[src/rtl/ucc_pkg.sv]
`default_nettype none
package ucc_pkg;
  // serial (byte) addresses
  localparam logic [7:0] ADDR_PAGE = 8'hff;
  // full register addresses inside the paged spaces
  localparam logic [15:0] ADDR_CTRL1 = 16'h6100;
  localparam logic [15:0] ADDR_RUN = 16'h6102;
  localparam logic [15:0] ADDR_DET = 16'h6103;
  // page select codes and the high address byte they open
  localparam logic [2:0] PAGE_3000 = 3'h0;
  localparam logic [2:0] PAGE_3100 = 3'h2;
  localparam logic [2:0] PAGE_6100 = 3'h6;
  localparam logic [7:0] BASE_3000 = 8'h30;
  localparam logic [7:0] BASE_3100 = 8'h31;
  localparam logic [7:0] BASE_6100 = 8'h61;
  localparam int PAGE_LSB = 5;
  // reset values
  localparam logic [7:0] RST_PAGE = 8'h00;
  localparam logic [7:0] RST_CTRL1 = 8'h00;
  localparam logic [7:0] RST_RUN = 8'h00;
  localparam logic [7:0] RST_DET = 8'h00;
  // run-time control fields
  localparam int RUN_SUSPEND = 6;
  localparam int RUN_RESET = 5;
  localparam int RUN_OE = 4;
  localparam int RUN_DP_PD = 3;
  localparam int RUN_DM_PD = 2;
  localparam int RUN_SPEED_LSB = 0;
  localparam logic [7:0] RUN_WR_MASK = 8'h7f;
  // detect register fields
  localparam int DET_EN = 2;
  localparam int DET_OUT = 1;
  localparam int DET_BIAS = 0;
  localparam logic [7:0] DET_WR_MASK = 8'h05;
  // first charging control register fields
  localparam int CTRL1_SRC = 6;
  localparam int CTRL1_SINK = 4;
  localparam int CTRL1_VDET = 3;
  localparam logic [7:0] CTRL1_WR_MASK = 8'hf7;
  // transceiver speed codes
  localparam logic [1:0] SPEED_HS = 2'h0;
  localparam logic [1:0] SPEED_FS = 2'h1;
  localparam logic [1:0] SPEED_LS = 2'h2;
  localparam logic [1:0] SPEED_LS_FSEDGE = 2'h3;

  // {valid, high address byte} for a page code
  function automatic logic [8:0] page_base(input logic [2:0] pg);
    case (pg)
      PAGE_3000: page_base = {1'b1, BASE_3000};
      PAGE_3100: page_base = {1'b1, BASE_3100};
      PAGE_6100: page_base = {1'b1, BASE_6100};
      default: page_base = 9'h000;
    endcase
  endfunction
endpackage
`default_nettype wire

[src/rtl/ucc_regacc_if.sv]
`default_nettype none
interface ucc_regacc_if;
  logic wr;
  logic rd;
  logic [7:0] wdata;
  logic [2:0] page;
  logic page_ok;
  logic hit_page;
  logic hit_ctrl1;
  logic hit_run;
  logic hit_det;
  modport dec (output wr, rd, wdata, page, page_ok, hit_page, hit_ctrl1, hit_run, hit_det);
  modport core (input wr, rd, wdata, page, page_ok, hit_page, hit_ctrl1, hit_run, hit_det);
endinterface
`default_nettype wire

[src/rtl/ucc_page_dec.sv]
`default_nettype none
module ucc_page_dec (
  // clock and reset
  input wire logic core_clk_i,
  input wire logic rst_n_i,
  // serial register access
  input wire logic [7:0] addr_i,
  input wire logic wr_i,
  input wire logic rd_i,
  input wire logic [7:0] wdata_i,
  // decoded access
  ucc_regacc_if.dec acc
);
  logic [2:0] page_r;
  logic [2:0] page_nxt;
  logic [8:0] base;
  logic [15:0] full_addr;

  ////////////////////////////////////////////////////////////////////////
  always_comb begin
    base = ucc_pkg::page_base(page_r);
    full_addr = {base[7:0], addr_i};
    page_nxt = page_r;
    // reserved low bits are dropped, never stored
    if (wr_i && addr_i == ucc_pkg::ADDR_PAGE) begin
      page_nxt = wdata_i[7:ucc_pkg::PAGE_LSB];
    end
  end

  always_ff @(posedge core_clk_i or negedge rst_n_i) begin
    if (!rst_n_i) begin
      page_r <= ucc_pkg::RST_PAGE[7:ucc_pkg::PAGE_LSB];
    end else begin
      page_r <= page_nxt;
    end
  end

  ////////////////////////////////////////////////////////////////////////
  // unlisted page opens nothing below the page register
  always_comb begin
    acc.wr = wr_i;
    acc.rd = rd_i;
    acc.wdata = wdata_i;
    acc.page = page_r;
    acc.page_ok = base[8];
    acc.hit_page = addr_i == ucc_pkg::ADDR_PAGE;
    acc.hit_ctrl1 = !acc.hit_page && base[8] && full_addr == ucc_pkg::ADDR_CTRL1;
    acc.hit_run = !acc.hit_page && base[8] && full_addr == ucc_pkg::ADDR_RUN;
    acc.hit_det = !acc.hit_page && base[8] && full_addr == ucc_pkg::ADDR_DET;
  end
endmodule // ucc_page_dec
`default_nettype wire

[src/rtl/ucc_hicur_det.sv]
`default_nettype none
module ucc_hicur_det (
  // clock and reset
  input wire logic core_clk_i,
  input wire logic rst_n_i,
  // detector
  input wire logic en_i,
  input wire logic raw_i,
  output logic det_o
);
  logic det_r;
  logic det_nxt;

  ////////////////////////////////////////////////////////////////////////
  // comparator sampled only while enabled; idle detector reads low
  always_comb begin
    det_nxt = en_i & raw_i;
  end

  always_ff @(posedge core_clk_i or negedge rst_n_i) begin
    if (!rst_n_i) begin
      det_r <= 1'b0;
    end else begin
      det_r <= det_nxt;
    end
  end

  // gate again so a disable is seen in the same cycle
  assign det_o = det_r & en_i;
endmodule // ucc_hicur_det
`default_nettype wire

[src/rtl/ucc_upstream_regs.sv]
// Behaviour
// - run-time bit 6 set forces the upstream port into suspend.
// - run-time bit 5 set holds the upstream port in reset.
// - run-time bit 4 set forces the full-speed output enable on.
// - run-time bit 3 connects the positive data line pull-down.
// - run-time bit 2 connects the negative data line pull-down.
// - bits 1:0 pick HS, FS, LS, or LS rate with FS edges.
// - detect bit 2 enables the high-current charger detector.
// - detect bit 1 is read-only result, zero while detector disabled.
// - page bits 7:5 select 3000, 3100 or 6100 register space.
// - control-1 bit 4 enables data current sink and its comparator.
`default_nettype none
module ucc_upstream_regs (
  // clock and reset
  input wire logic core_clk_i,
  input wire logic rst_n_i,
  // serial register access
  input wire logic [7:0] reg_addr_i,
  input wire logic reg_wr_i,
  input wire logic reg_rd_i,
  input wire logic [7:0] reg_wdata_i,
  output logic [7:0] reg_rdata_o,
  output logic reg_ack_o,
  // analog status
  input wire logic hi_current_raw_i,
  input wire logic vdat_det_i,
  // upstream port forcing
  output logic force_suspend_o,
  output logic force_reset_o,
  output logic force_output_enable_o,
  output logic dp_pulldown_en_o,
  output logic dm_pulldown_en_o,
  output logic [1:0] transceiver_speed_sel_o,
  // charger analog controls
  output logic hi_current_detect_en_o,
  output logic charge_bias_en_o,
  output logic [7:0] charge_ctrl1_o,
  output logic data_sink_en_o,
  output logic data_src_en_o
);
  ucc_regacc_if acc ();

  logic [6:0] run_r;
  logic [6:0] run_nxt;
  logic [7:0] ctrl1_r;
  logic [7:0] ctrl1_nxt;
  logic det_en_r;
  logic det_en_nxt;
  logic bias_r;
  logic bias_nxt;
  logic [7:0] rdata_r;
  logic [7:0] rdata_nxt;
  logic ack_r;
  logic ack_nxt;
  logic hi_det;

  ////////////////////////////////////////////////////////////////////////
  ucc_page_dec u_dec (
    .core_clk_i(core_clk_i),
    .rst_n_i(rst_n_i),
    .addr_i(reg_addr_i),
    .wr_i(reg_wr_i),
    .rd_i(reg_rd_i),
    .wdata_i(reg_wdata_i),
    .acc(acc)
  );

  ucc_hicur_det u_hicur (
    .core_clk_i(core_clk_i),
    .rst_n_i(rst_n_i),
    .en_i(det_en_r),
    .raw_i(hi_current_raw_i),
    .det_o(hi_det)
  );

  ////////////////////////////////////////////////////////////////////////
  // register writes; reserved bits are masked away
  always_comb begin
    run_nxt = run_r;
    ctrl1_nxt = ctrl1_r;
    det_en_nxt = det_en_r;
    bias_nxt = bias_r;
    if (acc.wr && acc.hit_run) begin
      run_nxt = reg_wdata_i[6:0] & ucc_pkg::RUN_WR_MASK[6:0];
    end
    if (acc.wr && acc.hit_ctrl1) begin
      ctrl1_nxt = reg_wdata_i & ucc_pkg::CTRL1_WR_MASK;
    end
    if (acc.wr && acc.hit_det) begin
      det_en_nxt = reg_wdata_i[ucc_pkg::DET_EN];
      bias_nxt = reg_wdata_i[ucc_pkg::DET_BIAS];
    end
  end

  always_ff @(posedge core_clk_i or negedge rst_n_i) begin
    if (!rst_n_i) begin
      run_r <= ucc_pkg::RST_RUN[6:0];
      ctrl1_r <= ucc_pkg::RST_CTRL1;
      det_en_r <= ucc_pkg::RST_DET[ucc_pkg::DET_EN];
      bias_r <= ucc_pkg::RST_DET[ucc_pkg::DET_BIAS];
    end else begin
      run_r <= run_nxt;
      ctrl1_r <= ctrl1_nxt;
      det_en_r <= det_en_nxt;
      bias_r <= bias_nxt;
    end
  end

  ////////////////////////////////////////////////////////////////////////
  // read path; every access is acked, unmapped reads give zero
  always_comb begin
    rdata_nxt = 8'h00;
    ack_nxt = acc.wr | acc.rd;
    if (acc.rd) begin
      if (acc.hit_page) begin
        rdata_nxt = {acc.page, 5'h00};
      end else if (acc.hit_run) begin
        rdata_nxt = {1'b0, run_r};
      end else if (acc.hit_det) begin
        rdata_nxt = {5'h00, det_en_r, hi_det, bias_r};
      end else if (acc.hit_ctrl1) begin
        rdata_nxt = ctrl1_r;
        rdata_nxt[ucc_pkg::CTRL1_VDET] = vdat_det_i;
      end else begin
        rdata_nxt = 8'h00;
      end
    end
  end

  always_ff @(posedge core_clk_i or negedge rst_n_i) begin
    if (!rst_n_i) begin
      rdata_r <= 8'h00;
      ack_r <= 1'b0;
    end else begin
      rdata_r <= rdata_nxt;
      ack_r <= ack_nxt;
    end
  end

  ////////////////////////////////////////////////////////////////////////
  // outputs straight from the register flops; the speed field is not
  // guarded against live traffic, the master keeps it still
  assign reg_rdata_o = rdata_r;
  assign reg_ack_o = ack_r;
  assign force_suspend_o = run_r[ucc_pkg::RUN_SUSPEND];
  assign force_reset_o = run_r[ucc_pkg::RUN_RESET];
  assign force_output_enable_o = run_r[ucc_pkg::RUN_OE];
  assign dp_pulldown_en_o = run_r[ucc_pkg::RUN_DP_PD];
  assign dm_pulldown_en_o = run_r[ucc_pkg::RUN_DM_PD];
  assign transceiver_speed_sel_o = run_r[ucc_pkg::RUN_SPEED_LSB +: 2];
  assign hi_current_detect_en_o = det_en_r;
  // bias is not forced on with sink/source: software owns that pairing
  assign charge_bias_en_o = bias_r;
  assign charge_ctrl1_o = ctrl1_r;
  assign data_sink_en_o = ctrl1_r[ucc_pkg::CTRL1_SINK];
  assign data_src_en_o = ctrl1_r[ucc_pkg::CTRL1_SRC];
endmodule // ucc_upstream_regs
`default_nettype wire

[config.mk]
export PLATFORM = sky130hd
export DESIGN_NAME = ucc_upstream_regs
export DESIGN_NICKNAME = d
export VERILOG_FILES = /design/src/rtl/ucc_pkg.sv /design/src/rtl/ucc_regacc_if.sv /design/src/rtl/ucc_page_dec.sv /design/src/rtl/ucc_hicur_det.sv /design/src/rtl/ucc_upstream_regs.sv
export SDC_FILE = /design/constraint.sdc
export NUM_CORES = 1
export LEC_CHECK = 0
export BUFFER_PORTS_ARGS = -buffer_cell sky130_fd_sc_hd__buf_4
export CORE_ASPECT_RATIO = 0.6
export CORE_MARGIN = 2
export CORE_UTILIZATION = 50
export CTS_CLUSTER_SIZE = 40
export DETAILED_ROUTE_END_ITERATION = 10
export GPL_ROUTABILITY_DRIVEN = 0
export PLACE_DENSITY = 0.79
export SYNTH_ARGS = -nofsm -noshare
export SYNTH_HDL_FRONTEND = slang
export SYNTH_HIERARCHICAL = 1
export SYNTH_SLANG_ARGS = --single-unit
[constraint.sdc]
create_clock -name core_clk_i -period 4.7 [get_ports core_clk_i]
set_clock_uncertainty 0.2 [all_clocks]
set_input_delay 0.705 -clock core_clk_i [delete_from_list [all_inputs] [get_ports core_clk_i]]
set_output_delay 0.705 -clock core_clk_i [all_outputs]
set_load 0.005 [all_outputs]
; ---- Yosys cells after proc, flatten, opt, wreduce, memory -nomap -nowiden
; Index checks and enable logic that the tools add are counted.
; W data, S select, Z words.
[word_totals]
reg_bits = 29
in_bits = 22
output_inout_bits = 28
word_cells = 33
[classes]
eq_ne = 6
muxes = 6
bitwise = 3
n_reduce_logical = 10
[op_table]
columns = operator, n
row1 = $eq A16 B15 Y1 const B, 3
row2 = $mux W8, 5
row3 = $pmux W9 S3, 1
row4 = $eq A8 B8 Y1 const B, 1
row5 = $logic_and A1 B1 Y1, 8
row6 = $eq A3 B2 Y1 const B, 1
row7 = $eq A3 B3 Y1 const B, 1
row8 = $logic_not A3 Y1, 1
row9 = $and A1 B1 Y1, 2
row10 = $logic_not A1 Y1, 1
row11 = $or A1 B1 Y1, 1

; ---- Logic depth before layout (Yosys ltp)
[depth]
ltp_word = 9
mapped_depth = 6
depth_no_buf = 5

; ---- Cells and area by module
; The synthesis kept the hierarchy.
[modules_own_cells]
columns = module, instances, cells_each, area_per_inst_um2, seq_area_each_um2
row1 = ucc_upstream_regs, 1, 84, 1104.8, 625.6
row2 = ucc_page_dec, 1, 31, 265.3, 75.1
row3 = ucc_hicur_det, 1, 3, 37.5, 25.0

; ---- Worst setup path after synthesis
; Ideal clock, no wire load.
[synth_timing]
kind = input -> register
start = input port reg_addr_i[5]
end = register run_r[0]
setup_time_ns = 0.125
arrival_time_ns = 2.163
t_required_ns = 4.375
slack_ns = 2.212
stages = 5
path_buffers = 0
cell_sequence = nor4b_1 -> nand4_1 -> nor3b_1 -> nand2_2 -> mux2_2
[synth_via]
elab_chain_len = 5
elab_cells_between_ends = 6
cone_classes = eq/ne: 2 / reduce/logical: 4
[synth_lines]
columns = element, line_no
row1 = start: declaration, ucc_upstream_regs.sv:18  ; input wire logic [7:0] reg_addr_i,
row2 = $eq A8 B8 Y1, ucc_page_dec.sv:46  ; acc.hit_page = addr_i == ucc_pkg::ADDR_PAGE;
row3 = $logic_not A1 Y1, ucc_page_dec.sv:48  ; acc.hit_run = !acc.hit_page && base[8] && full_addr == ucc_pkg::ADDR_RUN;
row4 = $logic_and A1 B1 Y1, ucc_page_dec.sv:48
row5 = $logic_and A1 B1 Y1 *, ucc_page_dec.sv:48
row6 = via acc.hit_run, ucc_regacc_if.sv:10  ; logic hit_run;
row7 = $logic_and A1 B1 Y1 *, ucc_upstream_regs.sv:83  ; if (acc.wr && acc.hit_run) begin
row8 = end signal: assignment, ucc_upstream_regs.sv:97  ; run_r <= ucc_pkg::RST_RUN[6:0];
row9 = end signal: assignment, ucc_upstream_regs.sv:102  ; run_r <= run_nxt;
row10 = end: declaration, ucc_upstream_regs.sv:43  ; logic [6:0] run_r;
; Mark *: on every way through the listed nets, which the timed path passes. The rest lies on a longest branch.
; A chain may end at the register's enable or synchronous reset.

; ---- Worst setup path after layout
[layout_timing]
start = input port reg_addr_i[5]
end = register ctrl1_r[0] (netlist: charge_ctrl1_o[0])
[layout_via]
elab_chain_len = 5
elab_cells_between_ends = 6
cone_classes = eq/ne: 2 / reduce/logical: 4
[layout_lines]
columns = element, line_no
row1 = $eq A8 B8 Y1, ucc_page_dec.sv:46
row2 = $logic_not A1 Y1, ucc_page_dec.sv:47  ; acc.hit_ctrl1 = !acc.hit_page && base[8] && full_addr == ucc_pkg::ADDR_CTRL1;
row3 = $logic_and A1 B1 Y1, ucc_page_dec.sv:47
row4 = $logic_and A1 B1 Y1 *, ucc_page_dec.sv:47
row5 = via acc.hit_ctrl1, ucc_regacc_if.sv:9  ; logic hit_ctrl1;
row6 = $logic_and A1 B1 Y1 *, ucc_upstream_regs.sv:86  ; if (acc.wr && acc.hit_ctrl1) begin
row7 = end signal: assignment, ucc_upstream_regs.sv:98  ; ctrl1_r <= ucc_pkg::RST_CTRL1;
row8 = end signal: assignment, ucc_upstream_regs.sv:103  ; ctrl1_r <= ctrl1_nxt;
row9 = end: declaration, ucc_upstream_regs.sv:45  ; logic [7:0] ctrl1_r;
; Marked as above.

==> flow_metrics.py <==
metrics = {
    "sta": {
        "tns_ps": 0,
        "hold_violations": 0,
        "fmax_mhz": 333,
        "finalCritPeriodShare": 0.638,
        "worstMarginPinSlew_ps": 1130,
        "min_period_ps": 3000,
        "relSlewSlack": 0.239,
        "setup_viol": 0,
        "maxSlewViolCount": 0,
        "rsz0062_at_grt": "no",
    },
    "pwr": {
        "switching_share": 0.212,
        "clkPwrFrac": 0.402,
        "p_sw_uw": 99.5,
        "seq_power_share": 0.537,
        "ir_drop_v": 0.000207,
        "leakagePower_nw": 0.870,
        "combPwrFrac": 0.061,
        "p_int_uw": 371,
        "power_density_mw_per_mm2": 267,
    },
    "layout": {
        "drive_gt1_frac": 0.503,
        "final_core_util": 0.697,
        "area_delta_synth_final_pct": 31.4,
        "n_antenna_cell": 0,
        "finalNetCount": 178,
    },
    "routing": {
        "dr.first_iter.drc_count": 99,
        "drt-wirelength-per-cell_um": 16.1,
        "drc": 0,
        "viasPerCell": 5.47,
        "first_pass_iters": 4,
        "via_count": 1034,
        "postRouteWirelength_um": 3040,
        "ant_nets": 0,
    },
    "worst_setup_path": {
        "critPathCaptureType": "flop",
        "crit_path_start_kind": "primary input",
        "arrival_ps": 2950,
        "cp_max_fo": 9,
        "worstSetupPathType": "primary input to flop",
        "critical_path_required_ps": 4650,
    },
    "clock_network": {
        "cts_buffers": 5,
        "cts_max_level": 2,
        "ctsRootBufferMaster": "clkbuf_8",
        "cts_tree": "yes",
        "clk_latency_ps": 270,
        "path_clk_slew_ps": 60,
        "cts_sinks": 29,
        "post_cts_buffers": 0,
        "hold_buffers": 0,
        "cts_buffer_depth": 2,
        "cts_resized": 0,
    },
    "global_routing": {
        "grt_pass1_vias": 977,
        "grt_pass1_wl_um": 4770,
        "grt_use_total": 0.208,
        "gr-total-overflow": 0,
        "antenna_found_initial": 0,
        "grt_max_degree": 30,
    },
    "worst_hold_path": {
        "hp-class": "primary input to asynchronous set/reset pin",
    },
    "floorplan": {
        "initial_utilization": 0.531,
        "die_width_um": 70.8,
        "rows": 14,
        "coreArea_mm2": 0.00252,
        "dieArea_mm2": 0.00312,
        "die_y_um": 44.1,
        "boundaryPins": 50,
    },
    "outcome": {
        "status": "finished clean",
    },
    "yosys": {
        "syn_area_per_cell_um2": 12.4,
        "synth_cells": 108,
        "syn_area_mm2": 0.00134,
        "synth_fp_nets": 130,
        "yosysWarnings": 6,
    },
    "run": {
        "max_cap_viol_count": 0,
    },
    "placed_design": {
        "io_buffers": 48,
        "place_hpwl_um": 2310,
    },
}
metrics by stage:
step | power (mW) | setup slack, ps | cells | instance area, um^2 | hold slack (ps)
2_1_floorplan | 0.264 | 2210 | 108 | 1340 | 209
5_1_grt | 0.488 | 1540 | 189 | 1760 | 169
3_3_place_gp | 0.285 | 1650 | 181 | 1680 | 319
6_report | 0.470 | 1700 | 189 | 1760 | 141
4_1_cts | 0.473 | 1780 | 189 | 1760 | 155
3_5_place_dp | 0.286 | 1490 | 181 | 1680 | 328
critical path, cell delays in order:
cell and delay [ps]:
buf_4 110, nor4b_1 380, nand4_1 200, nor3_1 900, nand2_2 290, mux2_2 360
state kept, by name (all words and copies together), names as in the netlist:
name	count
charge_bias_en_o	1
reg_ack_o	1
reg_rdata_o	8
u_hicur/det_r	1
hi_current_detect_en_o	1
run_r	7
charge_ctrl1_o	7
u_dec/acc.page	3
routing by layer:
layer	track usage	share of wire
met1	0.306	0.47
met5	0	0
met2	0.301	0.44
met3	0.0661	0.087
met4	0.0604	0.00066
layout by cell type, fill, tap and decap left out, drive strengths merged:
cell and n:
nand4bb 4, mux2 19, o41ai 1, dfrtp 29, inv 7, and2 2, clkbuf 8, nand2b 2
nor4b 1, nor2 4, conb 1, or2 1, nand2 7, nor3b 1, nand3 1, a221oi 5
nand3b 3, nor3 2, buf 49, nand4 3, a21oi 7
final cells by class:
class                      instances  area [um^2]
inverter                           7         26.3
timing repair buffer              49          368
multi-input combinational         64          519
sequential                        29          726
fill                             192          763
clock buffer                       8         80.1
tap                               32         40.0
path summary, 6_finish.rpt:
path | cells past startpoint | slack, ps | endpoint | from
worst max-delay path | 6 | 1700 | charge_ctrl1_o[0] | reg_addr_i[5]
worst min-delay path | 1 | 140 | run_r[2] | rst_n_i
worst max register to register | 5 | 1930 | charge_ctrl1_o[0] | u_dec/acc.page[2]
worst min register to register | 2 | 340 | reg_rdata_o[7] | u_dec/acc.page[2]
max in group asynchronous | 1 | 3890 | run_r[5] | rst_n_i
min in group core_clk_i | 2 | 340 | reg_rdata_o[7] | u_dec/acc.page[2]
power groups by stage:
stage,registers [mW],clock network [mW],logic [mW]
after floorplan,0.257,0,0.00732
after global placement,0.257,0,0.0277
after detailed placement,0.257,0,0.0288
after CTS,0.253,0.192,0.0289
after global routing,0.253,0.203,0.0315
final,0.253,0.189,0.0285
No activity file was read; power rests on OpenSTA's default activity.
